[src/design/sleep_wake_pkg.sv]
// How it works
// RULE1: Transient interrupt wakes the system only when enabled.
// RULE2: Orientation interrupt wakes the system only when enabled.
// RULE3: Pulse interrupt wakes the system only when enabled.
// RULE4: Motion channel one wakes the system only when enabled.
// RULE5: Motion channel two wakes the system only when enabled.
// RULE6: Gate error clears when FIFO empties, stays set while un-emptied.
// RULE7: Interrupt polarity is selectable; the setting resets to zero.
// RULE8: With gating on, a sample before FIFO emptied sets gate error.
// RULE9: With gating on, a mode change freezes FIFO until it is emptied.
// RULE10: In sleep, any wake-enabled interrupt triggers the wake transition.
package sleep_wake_pkg;

    localparam int          NUM_SRC      = 5;
    localparam int          SRC_TRANS    = 0;
    localparam int          SRC_ORIENT   = 1;
    localparam int          SRC_PULSE    = 2;
    localparam int          SRC_MOT1     = 3;
    localparam int          SRC_MOT2     = 4;

    // Register byte offsets.
    localparam logic [7:0]  CTRL_OFF     = 8'h00;
    localparam logic [7:0]  STATUS_OFF   = 8'h04;
    localparam logic [7:0]  IRQ_STAT_OFF = 8'h08;
    localparam logic [7:0]  IRQ_MASK_OFF = 8'h0C;

    // Control register fields.
    localparam int          CTRL_WAKE_LSB = 0;
    localparam int          CTRL_GATE_BIT = 8;
    localparam int          CTRL_POL_BIT  = 9;
    localparam logic [31:0] CTRL_RESET    = 32'h0000_0000;

    // Status register fields.
    localparam int          ST_SLEEP_BIT  = 0;
    localparam int          ST_GERR_BIT   = 1;
    localparam int          ST_FROZEN_BIT = 2;

    // Interrupt status fields.
    localparam int          EV_WAKE       = 0;
    localparam int          EV_GERR       = 1;
    localparam int          NUM_EV        = 2;

    localparam logic [1:0]  RESP_OKAY     = 2'h0;
    localparam logic [1:0]  RESP_SLVERR   = 2'h2;

    typedef enum logic {MODE_WAKE, MODE_SLEEP} mode_t;

endpackage : sleep_wake_pkg

[src/design/reg_bus_if.sv]
`timescale 1ns/1ps
interface reg_bus_if;
    logic        wr_en;
    logic [7:0]  wr_addr;
    logic [31:0] wr_data;
    logic [3:0]  wr_strb;
    logic        rd_en;
    logic [7:0]  rd_addr;
    logic [31:0] rd_data;
    logic        rd_ok;
    logic        wr_ok;

    modport slave  (output wr_en, wr_addr, wr_data, wr_strb, rd_en, rd_addr,
                    input rd_data, rd_ok, wr_ok);
    modport regs   (input wr_en, wr_addr, wr_data, wr_strb, rd_en, rd_addr,
                    output rd_data, rd_ok, wr_ok);
endinterface : reg_bus_if

[src/design/axil_slave.sv]
`timescale 1ns/1ps
module axil_slave
    import sleep_wake_pkg::*;
(
    // Clock and reset.
    input  wire logic        aclk,
    input  wire logic        aresetn,
    // AXI4-Lite write channels.
    input  wire logic [7:0]  awaddr,
    input  wire logic        awvalid,
    output logic             awready,
    input  wire logic [31:0] wdata,
    input  wire logic [3:0]  wstrb,
    input  wire logic        wvalid,
    output logic             wready,
    output logic [1:0]       bresp,
    output logic             bvalid,
    input  wire logic        bready,
    // AXI4-Lite read channels.
    input  wire logic [7:0]  araddr,
    input  wire logic        arvalid,
    output logic             arready,
    output logic [31:0]      rdata,
    output logic [1:0]       rresp,
    output logic             rvalid,
    input  wire logic        rready,
    // Register side.
    reg_bus_if.slave         rb
);
    logic        aw_have_reg, aw_have_next;
    logic        w_have_reg, w_have_next;
    logic [7:0]  aw_addr_reg, aw_addr_next;
    logic [31:0] w_data_reg, w_data_next;
    logic [3:0]  w_strb_reg, w_strb_next;
    logic        bvalid_reg, bvalid_next;
    logic [1:0]  bresp_reg, bresp_next;
    logic        rvalid_reg, rvalid_next;
    logic [31:0] rdata_reg, rdata_next;
    logic [1:0]  rresp_reg, rresp_next;

    // Address and data are latched separately so either may arrive first.
    assign awready = !aw_have_reg && !bvalid_reg;
    assign wready  = !w_have_reg && !bvalid_reg;
    assign arready = !rvalid_reg;
    assign bvalid  = bvalid_reg;
    assign bresp   = bresp_reg;
    assign rvalid  = rvalid_reg;
    assign rdata   = rdata_reg;
    assign rresp   = rresp_reg;

    assign rb.wr_en   = aw_have_reg && w_have_reg && !bvalid_reg;
    assign rb.wr_addr = aw_addr_reg;
    assign rb.wr_data = w_data_reg;
    assign rb.wr_strb = w_strb_reg;
    assign rb.rd_en   = arvalid && arready;
    assign rb.rd_addr = araddr;

    always_comb begin
        aw_have_next = aw_have_reg;
        w_have_next  = w_have_reg;
        aw_addr_next = aw_addr_reg;
        w_data_next  = w_data_reg;
        w_strb_next  = w_strb_reg;
        bvalid_next  = bvalid_reg;
        bresp_next   = bresp_reg;
        rvalid_next  = rvalid_reg;
        rdata_next   = rdata_reg;
        rresp_next   = rresp_reg;
        if (awvalid && awready) begin
            aw_have_next = 1'b1;
            aw_addr_next = awaddr;
        end
        if (wvalid && wready) begin
            w_have_next = 1'b1;
            w_data_next = wdata;
            w_strb_next = wstrb;
        end
        if (rb.wr_en) begin
            aw_have_next = 1'b0;
            w_have_next  = 1'b0;
            bvalid_next  = 1'b1;
            bresp_next   = rb.wr_ok ? RESP_OKAY : RESP_SLVERR;
        end else if (bvalid_reg && bready) begin
            bvalid_next = 1'b0;
        end
        if (rb.rd_en) begin
            rvalid_next = 1'b1;
            rdata_next  = rb.rd_data;
            rresp_next  = rb.rd_ok ? RESP_OKAY : RESP_SLVERR;
        end else if (rvalid_reg && rready) begin
            rvalid_next = 1'b0;
        end
    end

    always_ff @(posedge aclk) begin
        if (!aresetn) begin
            aw_have_reg <= 1'b0;
            w_have_reg  <= 1'b0;
            aw_addr_reg <= 8'h00;
            w_data_reg  <= 32'h0000_0000;
            w_strb_reg  <= 4'h0;
            bvalid_reg  <= 1'b0;
            bresp_reg   <= 2'h0;
            rvalid_reg  <= 1'b0;
            rdata_reg   <= 32'h0000_0000;
            rresp_reg   <= 2'h0;
        end else begin
            aw_have_reg <= aw_have_next;
            w_have_reg  <= w_have_next;
            aw_addr_reg <= aw_addr_next;
            w_data_reg  <= w_data_next;
            w_strb_reg  <= w_strb_next;
            bvalid_reg  <= bvalid_next;
            bresp_reg   <= bresp_next;
            rvalid_reg  <= rvalid_next;
            rdata_reg   <= rdata_next;
            rresp_reg   <= rresp_next;
        end
    end
endmodule : axil_slave

[src/design/sleep_wake_source_select.sv]
// Implementation choices: the register offsets and register access over AXI4-Lite.
`timescale 1ns/1ps
module sleep_wake_source_select
    import sleep_wake_pkg::*;
(
    // Clock and reset.
    input  wire logic               aclk,
    input  wire logic               aresetn,
    // AXI4-Lite register port.
    input  wire logic [7:0]         awaddr,
    input  wire logic               awvalid,
    output logic                    awready,
    input  wire logic [31:0]        wdata,
    input  wire logic [3:0]         wstrb,
    input  wire logic               wvalid,
    output logic                    wready,
    output logic [1:0]              bresp,
    output logic                    bvalid,
    input  wire logic               bready,
    input  wire logic [7:0]         araddr,
    input  wire logic               arvalid,
    output logic                    arready,
    output logic [31:0]             rdata,
    output logic [1:0]              rresp,
    output logic                    rvalid,
    input  wire logic               rready,
    // Function interrupts, active high, from the detectors.
    input  wire logic [NUM_SRC-1:0] func_irq,
    // Power mode control.
    input  wire logic               sleep_request,
    output logic                    sleeping,
    output logic                    wake_event,
    // FIFO interface.
    input  wire logic               sample_strobe,
    input  wire logic               fifo_empty,
    output logic                    sample_accept,
    // Interrupts.
    output logic [NUM_SRC-1:0]      irq_pin,
    output logic                    irq
);
    import sleep_wake_pkg::*;

    reg_bus_if rb ();

    axil_slave u_bus (
        .aclk    (aclk),
        .aresetn (aresetn),
        .awaddr  (awaddr),
        .awvalid (awvalid),
        .awready (awready),
        .wdata   (wdata),
        .wstrb   (wstrb),
        .wvalid  (wvalid),
        .wready  (wready),
        .bresp   (bresp),
        .bvalid  (bvalid),
        .bready  (bready),
        .araddr  (araddr),
        .arvalid (arvalid),
        .arready (arready),
        .rdata   (rdata),
        .rresp   (rresp),
        .rvalid  (rvalid),
        .rready  (rready),
        .rb      (rb)
    );

    ////////////////////////////////////////////////////////////////////////

    logic [31:0]       ctrl_reg, ctrl_next;
    logic [NUM_EV-1:0] ist_reg, ist_next;
    logic [NUM_EV-1:0] imask_reg, imask_next;
    mode_t             mode_reg, mode_next;
    logic              gerr_reg, gerr_next;
    logic              frozen_reg, frozen_next;
    logic              wake_reg, wake_next;
    logic [NUM_SRC-1:0] pin_reg, pin_next;

    logic [NUM_SRC-1:0] wake_en;
    logic [NUM_SRC-1:0] wake_src;
    logic              gate_en;
    logic              pol_high;
    logic              wake_hit;
    logic              gerr_set;

    function automatic logic [31:0] merge_bytes(input logic [31:0] old_v,
                                                input logic [31:0] new_v,
                                                input logic [3:0]  strb);
        logic [31:0] res;
        res = old_v;
        for (int i = 0; i < 4; i++) begin
            if (strb[i]) begin
                res[i*8 +: 8] = new_v[i*8 +: 8];
            end
        end
        return res;
    endfunction : merge_bytes

    assign wake_en  = ctrl_reg[CTRL_WAKE_LSB +: NUM_SRC];
    assign gate_en  = ctrl_reg[CTRL_GATE_BIT];
    assign pol_high = ctrl_reg[CTRL_POL_BIT];

    // Bypassed functions cannot reach the wake path at all.
    assign wake_src = func_irq & wake_en; // RULE1 RULE2 RULE3 RULE4 RULE5
    assign wake_hit = (mode_reg == MODE_SLEEP) && |wake_src; // RULE10

    // A sample that lands while the previous contents are still unread.
    assign gerr_set = gate_en && sample_strobe && !fifo_empty; // RULE8

    // Samples are dropped while gated contents are frozen or unread.
    assign sample_accept = sample_strobe && !(gate_en
                           && (frozen_reg || !fifo_empty)); // RULE9

    assign sleeping   = (mode_reg == MODE_SLEEP);
    assign wake_event = wake_reg;
    assign irq_pin    = pin_reg;
    assign irq        = |(ist_reg & imask_reg);

    ////////////////////////////////////////////////////////////////////////

    always_comb begin
        ctrl_next    = ctrl_reg;
        imask_next   = imask_reg;
        ist_next     = ist_reg;
        mode_next    = mode_reg;
        gerr_next    = gerr_reg;
        frozen_next  = frozen_reg;
        wake_next    = 1'b0;
        rb.rd_data   = 32'h0000_0000;
        rb.rd_ok     = 1'b1;
        rb.wr_ok     = 1'b1;

        case (mode_reg)
            MODE_WAKE: begin
                if (sleep_request) begin
                    mode_next = MODE_SLEEP;
                end
            end
            MODE_SLEEP: begin
                if (wake_hit) begin
                    mode_next = MODE_WAKE; // RULE10
                    wake_next = 1'b1;
                end
            end
            default: mode_next = MODE_WAKE;
        endcase

        if (gate_en && (mode_next != mode_reg) && !fifo_empty) begin
            frozen_next = 1'b1; // RULE9
        end
        if (fifo_empty || !gate_en) begin
            frozen_next = 1'b0;
        end

        // Emptying clears; otherwise the flag holds while data is unread.
        if (fifo_empty) begin
            gerr_next = 1'b0; // RULE6
        end else if (gerr_set) begin
            gerr_next = 1'b1; // RULE8
        end

        // Reads: decode, and read-to-clear the event register.
        if (rb.rd_en) begin
            if (rb.rd_addr == CTRL_OFF) begin
                rb.rd_data = ctrl_reg;
            end else if (rb.rd_addr == STATUS_OFF) begin
                rb.rd_data[ST_SLEEP_BIT]  = (mode_reg == MODE_SLEEP);
                rb.rd_data[ST_GERR_BIT]   = gerr_reg;
                rb.rd_data[ST_FROZEN_BIT] = frozen_reg;
            end else if (rb.rd_addr == IRQ_STAT_OFF) begin
                rb.rd_data[NUM_EV-1:0] = ist_reg;
                ist_next = '0;
            end else if (rb.rd_addr == IRQ_MASK_OFF) begin
                rb.rd_data[NUM_EV-1:0] = imask_reg;
            end else begin
                rb.rd_ok = 1'b0;
            end
        end

        if (rb.wr_en) begin
            if (rb.wr_addr == CTRL_OFF) begin
                ctrl_next = merge_bytes(ctrl_reg, rb.wr_data, rb.wr_strb)
                            & 32'h0000_03FF;
            end else if (rb.wr_addr == IRQ_MASK_OFF) begin
                if (rb.wr_strb[0]) begin
                    imask_next = rb.wr_data[NUM_EV-1:0];
                end
            end else if (rb.wr_addr == STATUS_OFF
                         || rb.wr_addr == IRQ_STAT_OFF) begin
                rb.wr_ok = 1'b1;
            end else begin
                rb.wr_ok = 1'b0;
            end
        end

        // Events are applied after the clear so that a same-cycle set wins.
        if (wake_next) begin
            ist_next[EV_WAKE] = 1'b1;
        end
        if (gerr_next && !gerr_reg) begin
            ist_next[EV_GERR] = 1'b1;
        end
    end

    // Polarity applies to every function pin; zero selects active low.
    always_comb begin
        for (int i = 0; i < NUM_SRC; i++) begin
            pin_next[i] = pol_high ? func_irq[i] : !func_irq[i]; // RULE7
        end
    end

    always_ff @(posedge aclk) begin
        if (!aresetn) begin
            ctrl_reg    <= CTRL_RESET; // RULE7
            imask_reg   <= '0;
            ist_reg     <= '0;
            mode_reg    <= MODE_WAKE;
            gerr_reg    <= 1'b0;
            frozen_reg  <= 1'b0;
            wake_reg    <= 1'b0;
            pin_reg     <= {NUM_SRC{1'b1}};
        end else begin
            ctrl_reg    <= ctrl_next;
            imask_reg   <= imask_next;
            ist_reg     <= ist_next;
            mode_reg    <= mode_next;
            gerr_reg    <= gerr_next;
            frozen_reg  <= frozen_next;
            wake_reg    <= wake_next;
            pin_reg     <= pin_next;
        end
    end
endmodule : sleep_wake_source_select

[config.mk]
export PLATFORM = sky130hd
export DESIGN_NAME = sleep_wake_source_select
export DESIGN_NICKNAME = d
export VERILOG_FILES = /design/src/design/sleep_wake_pkg.sv /design/src/design/reg_bus_if.sv /design/src/design/axil_slave.sv /design/src/design/sleep_wake_source_select.sv
export SDC_FILE = /design/constraint.sdc
export NUM_CORES = 1
export LEC_CHECK = 0
export ABC_AREA = 1
export CORE_UTILIZATION = 30
export CTS_CLUSTER_DIAMETER = 80
export CTS_CLUSTER_SIZE = 16
export DETAILED_ROUTE_END_ITERATION = 7
export DONT_BUFFER_PORTS = 1
export GPL_TIMING_DRIVEN = 0
export SYNTH_ARGS = -nofsm -noshare
export SYNTH_HDL_FRONTEND = slang
export SYNTH_HIERARCHICAL = 1
export SYNTH_SLANG_ARGS = --single-unit
[constraint.sdc]
create_clock -name aclk -period 1.7 [get_ports aclk]
set_clock_uncertainty 0.1 [all_clocks]
set_input_delay 0.085 -clock aclk [delete_from_list [all_inputs] [get_ports aclk]]
set_output_delay 0.085 -clock aclk [all_outputs]
set_load 0.005 [all_outputs]
Yosys cells after proc, flatten, opt, wreduce, memory -nomap -nowiden

Cells that the tools add are included.

Equal/unequal tests: 11
Multiplexer cells: 39
Bitwise gates (word level): 5
Reduce and logical (&&, ||, !) cells: 50

Operators by type and width:

| operator             | number |
|---|---|
| $eq A8 B4 Y1 const B | 4 |
| $mux W1              | 27 |
| $mux W2              | 9 |
| $logic_and A1 B1 Y1  | 17 |
| $eq A8 B3 Y1 const B | 2 |
| $logic_not A8 Y1     | 2 |
| $logic_not A1 Y1     | 13 |
| $reduce_and A4 Y1    | 3 |
| $reduce_bool A2 Y1   | 6 |
| $mux W7              | 1 |
| $reduce_and A3 Y1    | 2 |
| $reduce_or A2 Y1     | 3 |
| $and A5 B5 Y5        | 1 |
| $reduce_or A5 Y1     | 1 |
| $ne A2 B1 Y1 const B | 2 |
| $ne A2 B2 Y1 const B | 2 |
| $logic_or A1 B1 Y1   | 3 |
| $mux W3              | 1 |
| $not A1 Y1           | 3 |
| $and A2 B2 Y2        | 1 |
| $pmux W1 S2          | 1 |
| $ne A1 B1 Y1         | 1 |

Bits in registers: 83
Input port bits: 67
Output and inout port bits: 50

Longest topological paths before layout

Gate-level depths: netlist of run 1.

Depth after elaboration: 8
Depth in mapped cells: 11
Gate-level depth less buffers: 10

Cells and area by module

Netlist of run 1, hierarchy kept.

By module, submodules not included:

| module                   | instances | cells an instance | area each (µm²) |
|---|---|---|---|
| axil_slave               | 1         | 468               | 3,329.4 |
| sleep_wake_source_select | 1         | 166               | 1,173.6 |

Least setup slack after synthesis of run 1

Ideal clock, no wire load.

Kind: reg-to-reg
Start: reg u_bus.rvalid_reg (netlist: u_bus/rvalid)
End: reg u_bus.rdata_reg[3] (netlist: u_bus/rdata[3])
Arrival: 1.437 ns
Setup slack: 0.098 ns
Stages on the path, launching flop included: 7
Buffers on the path: 1
Clock period less this slack: 1.602 ns
Cell sequence: dfxtp_1 nor2_2 buf_2 clkinv_1 nor3_2 o21ai_0 nor2_1

Word-level cells in the longest chain between the ends: 2

RTL lines:

| item                     | line              | text |
|---|---|---|
| start: declaration       | axil_slave.sv:37  | `logic rvalid_reg, rvalid_next;` |
| start signal: assignment | axil_slave.sv:115 | `rvalid_reg <= rvalid_next;` |
| $logic_not A1 Y1         | axil_slave.sv:44  | `assign arready = !rvalid_reg;` |
| $logic_and A1 B1 Y1      | axil_slave.sv:55  | `assign rb.rd_en = arvalid && arready;` |
| named net rb.rd_en       | reg_bus_if.sv:7   | `logic rd_en;` |
| end signal: assignment   | axil_slave.sv:116 | `rdata_reg <= rdata_next;` |
| end: declaration         | axil_slave.sv:38  | `logic [31:0] rdata_reg, rdata_next;` |

The timed path passes the listed nets, and every way through them passes these cells.
A chain may end at the register's enable or synchronous reset.

Worst setup path after layout of run 1

Start: reg u_bus.w_have_reg
End: reg ctrl_reg[5]

Word-level cells in the longest chain between the ends: 3

RTL lines:

| item                              | line                            | text |
|---|---|---|
| start: declaration                | axil_slave.sv:31                | `logic w_have_reg, w_have_next;` |
| start signal: assignment          | axil_slave.sv:109               | `w_have_reg <= w_have_next;` |
| $logic_and A1 B1 Y1 (2 in series) | axil_slave.sv:51                | `assign rb.wr_en = aw_have_reg && w_have_reg && !bvalid_reg;` |
| named net rb.wr_en                | reg_bus_if.sv:3                 | `logic wr_en;` |
| $reduce_and A3 Y1 (no line)       | --                              |  |
| end signal: assignment            | sleep_wake_source_select.sv:223 | `ctrl_reg <= ctrl_next;` |
| end: declaration                  | sleep_wake_source_select.sv:70  | `logic [31:0] ctrl_reg, ctrl_next;` |

The timed path passes the listed nets, and every way through them passes these cells.

==> results of run 1 <==
[through the flow]
stage	cell area [µm²]	worst slack, ns	hold slack [ns]	TNS [ns]
detailed placement	3760	-0.301	0.0901	-2.68
global route	4440	0.00560	0.0310	0
floorplan	3580	0.0982	0.0854	0
finish	4440	0.145	0.0140	0
global placement	3760	-0.259	0.0924	-2.41
CTS	4430	0.0423	0.00815	0
[timing repair]
item | in CTS | in global routing
endpoints found under the hold margin | 40 | 0
gates resized for setup | 3 | 4
pin swaps | 0 | 1
setup endpoints to repair | 10 | 17
hold buffers | 37 | 0
[metal layers]
metal | track usage, % | vias to the layer above | part of all wire [%]
li1 | - | 1649 | -
met3 | 3.26 | 17 | 5.2
met5 | 0 | - | 0
met2 | 24.0 | 77 | 47
met4 | 7.71 | 0 | 2.3
met1 | 17.0 | 1289 | 45
[power breakdown]
group          switching [mW]  internal (mW)
combinational           0.294          0.224
sequential             0.0883           2.02
clock                   0.697           1.15
[path summary, 6_finish.rpt]
| kind | startpoint | to | slack, ns | cells past startpoint |
|---|---|---|---|---|
| worst max register to register | u_bus/w_have_reg | ctrl_reg[5] | 0.14 | 8 |
| worst min register to register | gerr_reg | ist_reg[1] | 0.36 | 1 |
| worst min-delay path | arvalid | u_bus/rdata[0] | 0.01 | 3 |
| worst max-delay path | u_bus/w_have_reg | ctrl_reg[5] | 0.14 | 8 |
[final cells by class]
class                           count  area, µm²
Clock inverter                      1       7.51
Buffer                             41        228
Timing Repair Buffer               37        373
Tap cell                          143        179
Multi-Input combinational cell    338       1560
Inverter                           47        180
Fill cell                        1196       6930
Clock buffer                       15        288
Sequential cell                    81       1620
[worst reg2reg max path: stages (launching register included)]
cell	delay (ns)
sky130_fd_sc_hd__dfxtp_1	0.42
sky130_fd_sc_hd__nand2_1	0.11
sky130_fd_sc_hd__nor2_2	0.20
sky130_fd_sc_hd__nand2_1	0.08
sky130_fd_sc_hd__inv_1	0.10
sky130_fd_sc_hd__nand2_2	0.10
sky130_fd_sc_hd__buf_6	0.16
sky130_fd_sc_hd__o21ai_1	0.12
sky130_fd_sc_hd__a21oi_1	0.05
==> run summary, run 1 <==
The post-layout total power came out at 4.48 mW. The DRC violation total after the first TritonRoute iteration is 139. The number of CTS-inserted buffers is 9. The buffers inserted during post-CTS setup optimization is 0. In the layout the commonest cells are 110 x sky130_fd_sc_hd__nor2_1, 81 x sky130_fd_sc_hd__dfxtp_1, 51 x sky130_fd_sc_hd__nand2_1, 50 x sky130_fd_sc_hd__o21ai_0, 44 x sky130_fd_sc_hd__inv_1. The CTS sink count is 81. The number of standard cells after synthesis is 486. By startpoint and endpoint, the worst setup path is classified as register to register. Setup repair after global routing left no endpoint under its margin. The total routed wirelength came out at 8230 µm.

The number of global-route vias before repair came to 2816. Relative to the synthesized area, the layout overhead comes to 26.9%. The clock slew at the register clock pins of the worst setup and hold paths is 0.06 ns. The clock root buffer is sky130_fd_sc_hd__clkbuf_16. The final count of pins violating max slew is 0.

The wire length of the first global-routing pass is 13100 µm. Power spread over the standard cell area amounts to 1010 nW/µm². Data on the critical path arrives at its endpoint at 1.67 ns. The number of nets with antenna violations after routing is 0. The clock passes through at most 2 buffers. Counting stages on the worst path, the most repeated cell is sky130_fd_sc_hd__nand2_1. The overall fraction of global-route tracks in use is 14.3%. The H-tree was split into 3 levels.

The clock period minus final worst setup slack is roughly 1.6 ns. Cells fill 39.0% of the core in the end. 117 I/O pins were placed. The final setup violation count is 0. TritonCTS built the clock tree. The clock latency of the later-clocked register in the worst-skew pair came out at 0.33 ns. The biggest fanout along the worst timing path came out at 10. The achievable clock frequency came out at 643 MHz.

The element type at the critical path start is a register. The sum of net half-perimeters after detailed placement came out at 6060 µm. The kind of end point of the critical path is a register. Routability-driven placement finished with a final weighted congestion of roughly 0.8. After detailed routing, the number of vias per cell comes to roughly 4.3. The floorplan die width came out at 110 µm. The final routed wire length divided by cell count is 11.7 µm. In the routed design, unresolved DRC markers number 0.

The number of buffers and inverters on the critical path is 2. The mean instance size in the synthesized netlist is 7.19 µm². The initial antenna violation count is 0. In this run the static leakage power is 1.91 nW. For this design, the slowest cell found on the critical path is sky130_fd_sc_hd__dfxtp_1. The total placed cells including tap cells came out at 651. The required time at the worst-slack endpoint is approximately 1.8 ns. The synthesized netlist occupies a cell area of 3490 µm². The total global routing overflow is 0. The Yosys step of the flow raised 6 warnings. The detailed-route via count came out at just over 3000. 0 antenna diodes ended up in the layout. The largest single stage delay on the critical path is 0.42 ns. For this run, the post-layout net count is 622. The fraction of final layout cells sized beyond drive strength 1 came out at 11.4%. Leaving out fill and tap cells, the most frequent cell in the layout is sky130_fd_sc_hd__nor2_1. The kind of cell with the highest combined delay along the critical path is simple AND/OR/NAND/NOR gates. The number of endpoints with negative hold slack in the final report came to 0.

The max-cap violation count is 0. The flow ran to the end, and the final reports show no timing, DRC or antenna violations. The signal on the critical path passes through nand2_1 -> nor2_2 -> nand2_1 -> inv_1 -> nand2_2 -> buf_6 -> o21ai_1 -> a21oi_1. The total area inside the core boundary comes to ~11000 µm². The flip-flop count of the largest register after layout came out at 32. The initial core utilization is between 30% and 40%. In this run the worst hold path is classified as primary input to register. The filler-free cell count of the finished design came out at 703. Across the VDD grid, the largest voltage drop is 545 µV.

The full die area is 12100 µm². The count of input and output buffers is 0. The number of placement rows came out at 39.

The vertical die dimension is 110 µm. The number of search-and-repair iterations in the first detailed-routing pass is 4. The largest net degree at the start of global routing is 14. The post-route fraction of the period consumed by the critical path is 91.5%.
(Power assumes the default switching activity.)
==> run 2: changes to the inputs <==
Settings changed: GPL_TIMING_DRIVEN 0 to 1, SYNTH_HIERARCHICAL 1 to default.
==> run summary, run 2 <==
The flow ran to the end, but the final reports show violations. The checks that failed: negative hold slack. The kind of end point of the critical path is a register. On the critical path, the stage with the largest delay is an instance of sky130_fd_sc_hd__dlygate4sd3_1. The final standard cell area without fillers was 3110 µm² (-30%).

The CTS sink count came to 59 (-27%). The post-route fraction of the period consumed by the critical path is 89.9% (-1.6 points). The mean instance size in the synthesized netlist is 7.54 µm² (+4.9%). The count of input and output buffers was 0 (unchanged). Grouping stages by cell kind, the critical path spends the most delay in buffers and inverters.

The via-per-instance ratio is 4.52 (+4.9%). The post-layout total power came out at 3.08 mW (-31%). The I/O pin total came out at 117 (unchanged). The DRC violation total after the first TritonRoute iteration is 42 (-70%). The max-cap violation count is 0 (unchanged). The number of placement rows is 33 (-15%). The area growth from synthesis to layout is 23.9%. The final worst setup slack came out at 0.172 ns (+0.0271 ns). Measured against its own limit, the worst slew margin works out to 50.8%.

The number of nets with antenna violations after routing came out at 0 (unchanged). Traced cell by cell, the critical path runs through dlygate4sd3_1 -> nor2_2 -> buf_4 -> nand2_1 -> nor2_2 -> a21oi_1 -> nand2_1 -> a21oi_1. The fraction of final layout cells sized beyond drive strength 1 is 6.90% (-4.5 points).

Clock tree synthesis selected as its root buffer the cell sky130_fd_sc_hd__clkbuf_8. The most frequent standard cell in the layout excluding fill and tap cells is sky130_fd_sc_hd__dfxtp_1. The arrival time of data at the critical path endpoint was 1.61 ns (-0.06 ns). The share of total power in sequential cells came out at 49.5% (+2.3 points). The full die area is 8750 µm² (-28%). The number of search-and-repair iterations in the first detailed-routing pass came out at 5 (+1).

The critical path start-end classification is primary input to register. The total of flip-flops plus latches after synthesis is 59. The synthesized design spends more area on one cell type than any other, namely sky130_fd_sc_hd__dfxtp_1. TritonCTS built the clock tree. The vertical die dimension is 93.5 µm (-15%). The detailed-route via count was 2181 (-28%).

The proportion of power drawn by combinational gates came to 10.6% (-1.0 points). The share of async-settable or async-resettable flops after synthesis came out at 0%. The total global routing overflow is 0 (unchanged).

The delay of the slowest cell on the worst path is 0.58 ns (+0.16 ns). The sum of net half-perimeters after detailed placement came out at 4050 µm (-33%). In the post-synthesis netlist, the cell with the most instances is sky130_fd_sc_hd__nor2_1.

In the post-synthesis netlist, the biggest area contributors are sky130_fd_sc_hd__dfxtp_1 47%, sky130_fd_sc_hd__nor2_1 9.0%, sky130_fd_sc_hd__o21ai_0 8.4%. The clock slew at the register clock pins of the worst setup and hold paths was 0.06 ns (about the same). The number of CTS-inserted buffers is 9 (unchanged). The number of global-route vias before repair is 2078 (-26%). The static leakage is 1.25 nW (-35%).

The minimum setup slack after placement came out at 0.216 ns (+0.518 ns). The cell area after placement is 2510 µm² (-33%). The portion of the post-synthesis area used by sequential elements is 47.0%. The number of nets in the finished design came out at 439 (-29%). The floorplan die width was 93.5 µm (-15%). The final routed wire length divided by cell count came out at 12.2 µm (+4.6%). The initial antenna violation count is 0 (unchanged). The total routed wirelength is 5900 µm (-28%). The final weighted congestion in routability-driven placement is 0.840 (+4.3%). Setup repair after global routing left no endpoint under its margin. By count the netlist is led by 60 x sky130_fd_sc_hd__nor2_1, 59 x sky130_fd_sc_hd__dfxtp_1, 45 x sky130_fd_sc_hd__nand2_1. The number of standard cells after synthesis is 333 (-31%). The final count of pins violating max slew is 0 (unchanged). The summed instance area of the synthesized netlist is 2510 µm² (-28%). The number of endpoints with negative hold slack in the final report is 1 (+1). The fraction of post-synthesis cell area in the top cell type by area came out at 47.0%. The largest net degree at the start of global routing is 40 (+26). The worst hold slack came out at -0.00607 ns (-0.0201 ns).

The achievable clock frequency was 654 MHz (+1.8%). The required time at the worst-slack endpoint came out at 1.78 ns (-0.04 ns). The count of warnings emitted by yosys is 0 (-6). The overall fraction of global-route tracks in use came to 14.4% (+0.032 points). The wire length of the first global-routing pass came to 9650 µm (-26%). The final setup TNS came out at 0 ns (unchanged). The number of distinct library cells after synthesis is 26.

The clock period minus final worst setup slack is 1.53 ns (-0.0271 ns). The buffer depth of the longest clock path is 2 (unchanged). The final setup violation count is 0 (unchanged). The library cells used most frequently in the layout, excluding fill and tap cells, are 59 x sky130_fd_sc_hd__dfxtp_1, 58 x sky130_fd_sc_hd__nor2_1, 45 x sky130_fd_sc_hd__nand2_1, 42 x sky130_fd_sc_hd__o21ai_0, 38 x sky130_fd_sc_hd__dlygate4sd3_1. The cell-internal power came out at 2.32 mW (-32%). For this run, the leading register cell type out of synthesis is sky130_fd_sc_hd__dfxtp_1. The deepest level of the CTS H-tree came out at 3 (unchanged). The total DRC errors in the routed layout is 0 (unchanged).

The count of buffer and inverter cells on the critical path came to 2 (unchanged). The worst ir drop on vdd came out at 744 µV (+37%). The element type at the critical path start is a primary input. The clock latency of the later-clocked register in the worst-skew pair is 0.33 ns (about the same).

The slew at the pin with the worst max-slew slack is 0.737 ns. The biggest fanout along the worst timing path came out at 10 (unchanged). The core box area came out at 8180 µm² (-28%). The clock share of power came out at 39.8% (-1.4 points). The net switching power came to 758 µW (-30%). The worst hold path belongs to the class primary input to register. The number of synthesized flops with an enable pin came out at 0. The net switching share of the total power came out at 24.6% (+0.51 points). The initial core utilization was 30.7% (about the same).

The antenna diode count came out at 0 (unchanged). The power per standard cell area is 989 nW/µm² (-2.0%).
run 2: cell count changes in the layout (fill, tap and decap cells not counted), sizes merged, moves of 3 or more:
cell    change
nand3      -20
buf        -28
nor2       -57
nor3        -4
o21ai      -11
nand4       +6
dfxtp      -22
nand2       -8
a31oi       +3
inv        -25
a21oi       -8
clkbuf      -9
run 2: metal layers:
| metal | track usage [%] | up-vias | part of all wire (%) |
|---|---|---|---|
| met1 | 16.2 | 971 | 45 |
| met2 | 24.1 | 78 | 46 |
| met3 | 6.18 | 8 | 7.2 |
| met4 | 5.13 | 0 | 1.4 |
| li1 | - | 1124 | - |
| met5 | 0 | - | 0 |
run 2: layout make-up:
cell class	count	area (µm²)
Clock buffer	14	153
Clock inverter	2	35.0
Fill cell	858	5060
Inverter	22	82.6
Multi-Input combinational cell	237	1100
Sequential cell	59	1180
Tap cell	105	131
Timing Repair Buffer	43	430
run 2: power by group through the flow:
stage	Clock (mW)	Combinational (mW)	Sequential, mW
after floorplan	0	0.252	1.53
after global placement	0	0.228	1.55
after detailed placement	0	0.233	1.56
after CTS	1.27	0.324	1.53
after global routing	1.34	0.375	1.54
final	1.23	0.328	1.53
run 2: worst paths after layout:
path                    end  cells past startpoint         startpoint  slack [ns]
max          u_bus.rdata[1]                      8          araddr[0]        0.17
min          u_bus.rdata[2]                      5          araddr[1]      -0.006
max reg2reg     ctrl_reg[9]                      8  u_bus.aw_have_reg        0.21
min reg2reg  u_bus.rdata[7]                      2        ctrl_reg[7]        0.36
run 2: per-stage QoR:
| stage | utilization (%) | hold slack (ns) | std cells |
|---|---|---|---|
| 2_1_floorplan | - | 0.0643 | 356 |
| 3_3_place_gp | 30.7 | 0.0665 | 426 |
| 3_5_place_dp | 30.7 | 0.0715 | 426 |
| 4_1_cts | 38.0 | 0.00382 | 482 |
| 5_1_grt | 38.1 | 0.0286 | 482 |
| 6_report | 38.1 | -0.00607 | 482 |
run 2: kinds of logic (layout without fill, tap and decap cells):
family / count (synthesis) / count (layout) / synth area share [%]
AO/OA/AOI/OAI: 83 / 83 / 17.3
AND/OR/NAND/NOR: 130 / 130 / 22.5
other: 1 / 24 / 0.149
flip-flops: 59 / 59 / 47.0
buffers and inverters: 60 / 81 / 13.0
run 2: repair_timing:
action	4_1_cts	5_1_grt
hold buffers	40	0
buffers inserted	0	1
resized for setup	0	3
endpoints found under the setup margin	0	1
endpoints found under the hold margin	49	0
run 2: tightest hold or removal path, cell delays in order:
cell	delay, ns
sky130_fd_sc_hd__nor2_2	0.02
sky130_fd_sc_hd__nand3_2	0.08
sky130_fd_sc_hd__nor2_2	0.04
sky130_fd_sc_hd__nand3_1	0.07
sky130_fd_sc_hd__a31oi_1	0.08
==> run 3: changes to the inputs <==
--- a/config.mk
+++ b/config.mk
@@ -13,2 +13,3 @@
 export DONT_BUFFER_PORTS = 1
+export GPL_ROUTABILITY_DRIVEN = 0
 export GPL_TIMING_DRIVEN = 1
==> constraint.sdc (replaced) <==
create_clock -name aclk -period 1.7 [get_ports aclk]
set_clock_uncertainty 0.1 [all_clocks]
set_input_delay 0.17 -clock aclk [delete_from_list [all_inputs] [get_ports aclk]]
set_output_delay 0.17 -clock aclk [all_outputs]
set_load 0.005 [all_outputs]
==> run summary, run 3 (same netlist as run 2, synthesis figures left out) <==
The count of input and output buffers is 0 (unchanged). The antenna diode count came out at 0 (unchanged). The worst relative slew slack was 51.9% (+1.1 points).

The met3 demand-to-capacity share in global routing is 5.61% (-0.57 points). The via-per-instance ratio is 4.57 (+0.93%). The share of total power in sequential cells was 47.3% (-2.2 points). The number of nets with antenna violations after routing is 0 (unchanged).

The net switching share of the total power was 23.7% (-0.89 points). The area of combinational cells with multiple inputs is 1100 µm² (-0.23%). The class of the worst hold path is primary input to register. The DRC violation total after the first TritonRoute iteration is 86 (+100%).

The power per standard cell area is 1030 nW/µm² (+4.6%). The floorplan die width came out at 93.5 µm (unchanged). The clock period minus final worst setup slack is 1.57 ns (+0.0420 ns). The post-layout total power came out at 3.22 mW (+4.7%). Leaving out fill and tap cells, the most frequent cells in the layout are 60 x sky130_fd_sc_hd__nor2_1, 59 x sky130_fd_sc_hd__dfxtp_1, 45 x sky130_fd_sc_hd__nand2_1, 42 x sky130_fd_sc_hd__o21ai_0, 34 x sky130_fd_sc_hd__dlygate4sd3_1. The final setup violation count came out at 0 (unchanged).

The final count of pins violating max slew is 0 (unchanged). The detailed-route via count is 2183 (+0.092%). The full die area came out at 8750 µm² (unchanged). The final-layout fill cell count came to 867 (+1.0%). The setup path with the least slack is of type register to register. The buffer depth of the longest clock path is 2 (unchanged).

The cell-internal power came out at 2.46 mW (+5.9%). The reg-to-reg startpoint is u_bus.aw_have_reg. The critical path starts at u_bus.aw_have_reg. The most crowded layer after global routing is met2. The clock share of power came out at 42.8% (+3.0 points). The flow ran to the end, and the final reports show no timing, DRC or antenna violations. The number of global-route vias before repair is 2095 (+0.82%). The global routing met2 resource utilization is 23.4% (-0.67 points). The worst ir drop on vdd is 521 µV (-30%). The final setup TNS is 0 ns (unchanged). The overall fraction of global-route tracks in use came out at 14.3% (-0.089 points).

The initial antenna violation count is 0 (unchanged). The total global routing overflow is 0 (unchanged). The delay of the slowest cell on the worst path is 0.34 ns (-0.24 ns). The achievable clock frequency is 637 MHz (-2.7%). The deepest level of the CTS H-tree is 3 (unchanged).

The number of search-and-repair iterations in the first detailed-routing pass is 4 (-1). The worst hold slack is 0.0260 ns (+0.0321 ns). The area growth from synthesis to layout was 24.0% (about the same). The vertical die dimension is 93.5 µm (unchanged). Among all stages on the critical path, the largest delay is contributed by sky130_fd_sc_hd__dfxtp_1. The sum of net half-perimeters after detailed placement is 4020 µm (-0.52%). The CTS sink count came out at 59 (unchanged). The wire length of the first global-routing pass came out at 9540 µm (-1.1%). The final routed wire length divided by cell count is 12.4 µm (+1.6%). The proportion of power drawn by combinational gates came out at 9.9% (-0.7 points).

The initial core utilization is 30.7% (unchanged). The filler-free cell count of the finished design is 478 (-0.83%). The number of CTS-inserted buffers is 9 (unchanged).

Clock tree synthesis selected as its root buffer the cell sky130_fd_sc_hd__clkbuf_8. The slew at the pin with the worst max-slew slack came out at 0.720 ns (-0.0172 ns). STA classifies the critical path startpoint as a register. The max-cap violation count came out at 0 (unchanged). The area occupied by registers is 1180 µm² (unchanged). The biggest fanout along the worst timing path came out at 6 (-4). The total placed cells including tap cells was 426 (unchanged).

The worst hold path startpoint is araddr[2]. The total routed wirelength is 5950 µm (+0.80%). The clock latency of the later-clocked register in the worst-skew pair is 0.34 ns (about the same).

The fraction of final layout cells sized beyond drive strength 1 is 6.43% (-0.46 points). TritonCTS built the clock tree. The met1 demand-to-capacity share in global routing came out at 16.2% (-0.058 points).

The clock slew at the register clock pins of the worst setup and hold paths is 0.06 ns (about the same). The required time at the worst-slack endpoint is 1.80 ns (+0.02 ns). The number of endpoints with negative hold slack in the final report came to 0 (-1). The largest net degree at the start of global routing came out at 40 (unchanged). The I/O pin total is 117 (unchanged). The net switching power came out at 765 µW (+0.93%).

The utilization after layout is 38.1% (about the same). Among the stages of the critical path, the cell type that occurs most often is sky130_fd_sc_hd__nand2_1. The kind of end point of the critical path is a register.

The total DRC errors in the routed layout came to 0 (unchanged). The arrival time of data at the critical path endpoint is 1.67 ns (+0.06 ns). The number of placement rows came to 33 (unchanged).

The core box area is 8180 µm² (unchanged). The library cell used most frequently in the layout, excluding fill and tap cells, is sky130_fd_sc_hd__nor2_1. The number of nets in the finished design is 436 (-0.68%). The critical path goes through inv_1 -> nor2_1 -> nand2_1 -> nor3_4 -> buf_12 -> buf_6 -> nand3_4 -> nand2_1 -> a21oi_1. The post-route fraction of the period consumed by the critical path came out at 92.4% (+2.5 points).

The static leakage came out at 1.25 nW (+0.31%).
## run 3: worst paths after layout
check	endpoint	slack, ns	cells past startpoint
worst min register to register	imask_reg[1]	0.36	2
worst min-delay path	u_bus.rdata[0]	0.03	4
worst max register to register	ctrl_reg[9]	0.13	9
worst max-delay path	ctrl_reg[9]	0.13	9
## run 3: layer usage
| layer | vias up | wire length [µm] |
|---|---|---|
| met4 | 0 | 121 |
| met1 | 965 | 2630 |
| met3 | 14 | 492 |
| met5 | - | 0 |
| met2 | 85 | 2710 |
| li1 | 1119 | - |
## run 3: through the flow
stage	cell area (µm²)	setup slack (ns)
global route	3120	-0.00851
finish	3120	0.130
detailed placement	2510	0.114
CTS	3080	0.106
global placement	2510	0.147
floorplan	2600	0.379
## run 3: what timing repair did
item / in CTS / in global routing
buffers inserted: 0 / 2
gates resized for setup: 0 / 2
endpoints found under the hold margin: 48 / 0
hold buffers: 35 / 0
endpoints found under the setup margin: 0 / 10
## run 3: final cells by class
class                   instances  share of cell area [%]
repair buffers                 40                    13.3
inverters                      22                    2.65
clock buffers                  13                    4.78
clock inverters                 2                    1.93
flip-flops and latches         59                    37.9
well taps                     105                    4.22
multi-input cells             237                    35.2
## run 3: critical path: cells and delay by family (launching register included)
family	cells	cell delay, ns
DFF	1	0.34
buffers and inverters	3	0.33
AOI/OAI and AO/OA	1	0.06
and+or+nand+nor	5	0.62
## run 3: power groups by stage
stage | Combinational (mW) | Sequential [mW] | Clock (mW)
after floorplan | 0.252 | 1.53 | 0
after global placement | 0.228 | 1.55 | 0
after detailed placement | 0.233 | 1.56 | 0
after CTS | 0.314 | 1.52 | 1.41
after global routing | 0.364 | 1.53 | 1.48
final | 0.320 | 1.53 | 1.38
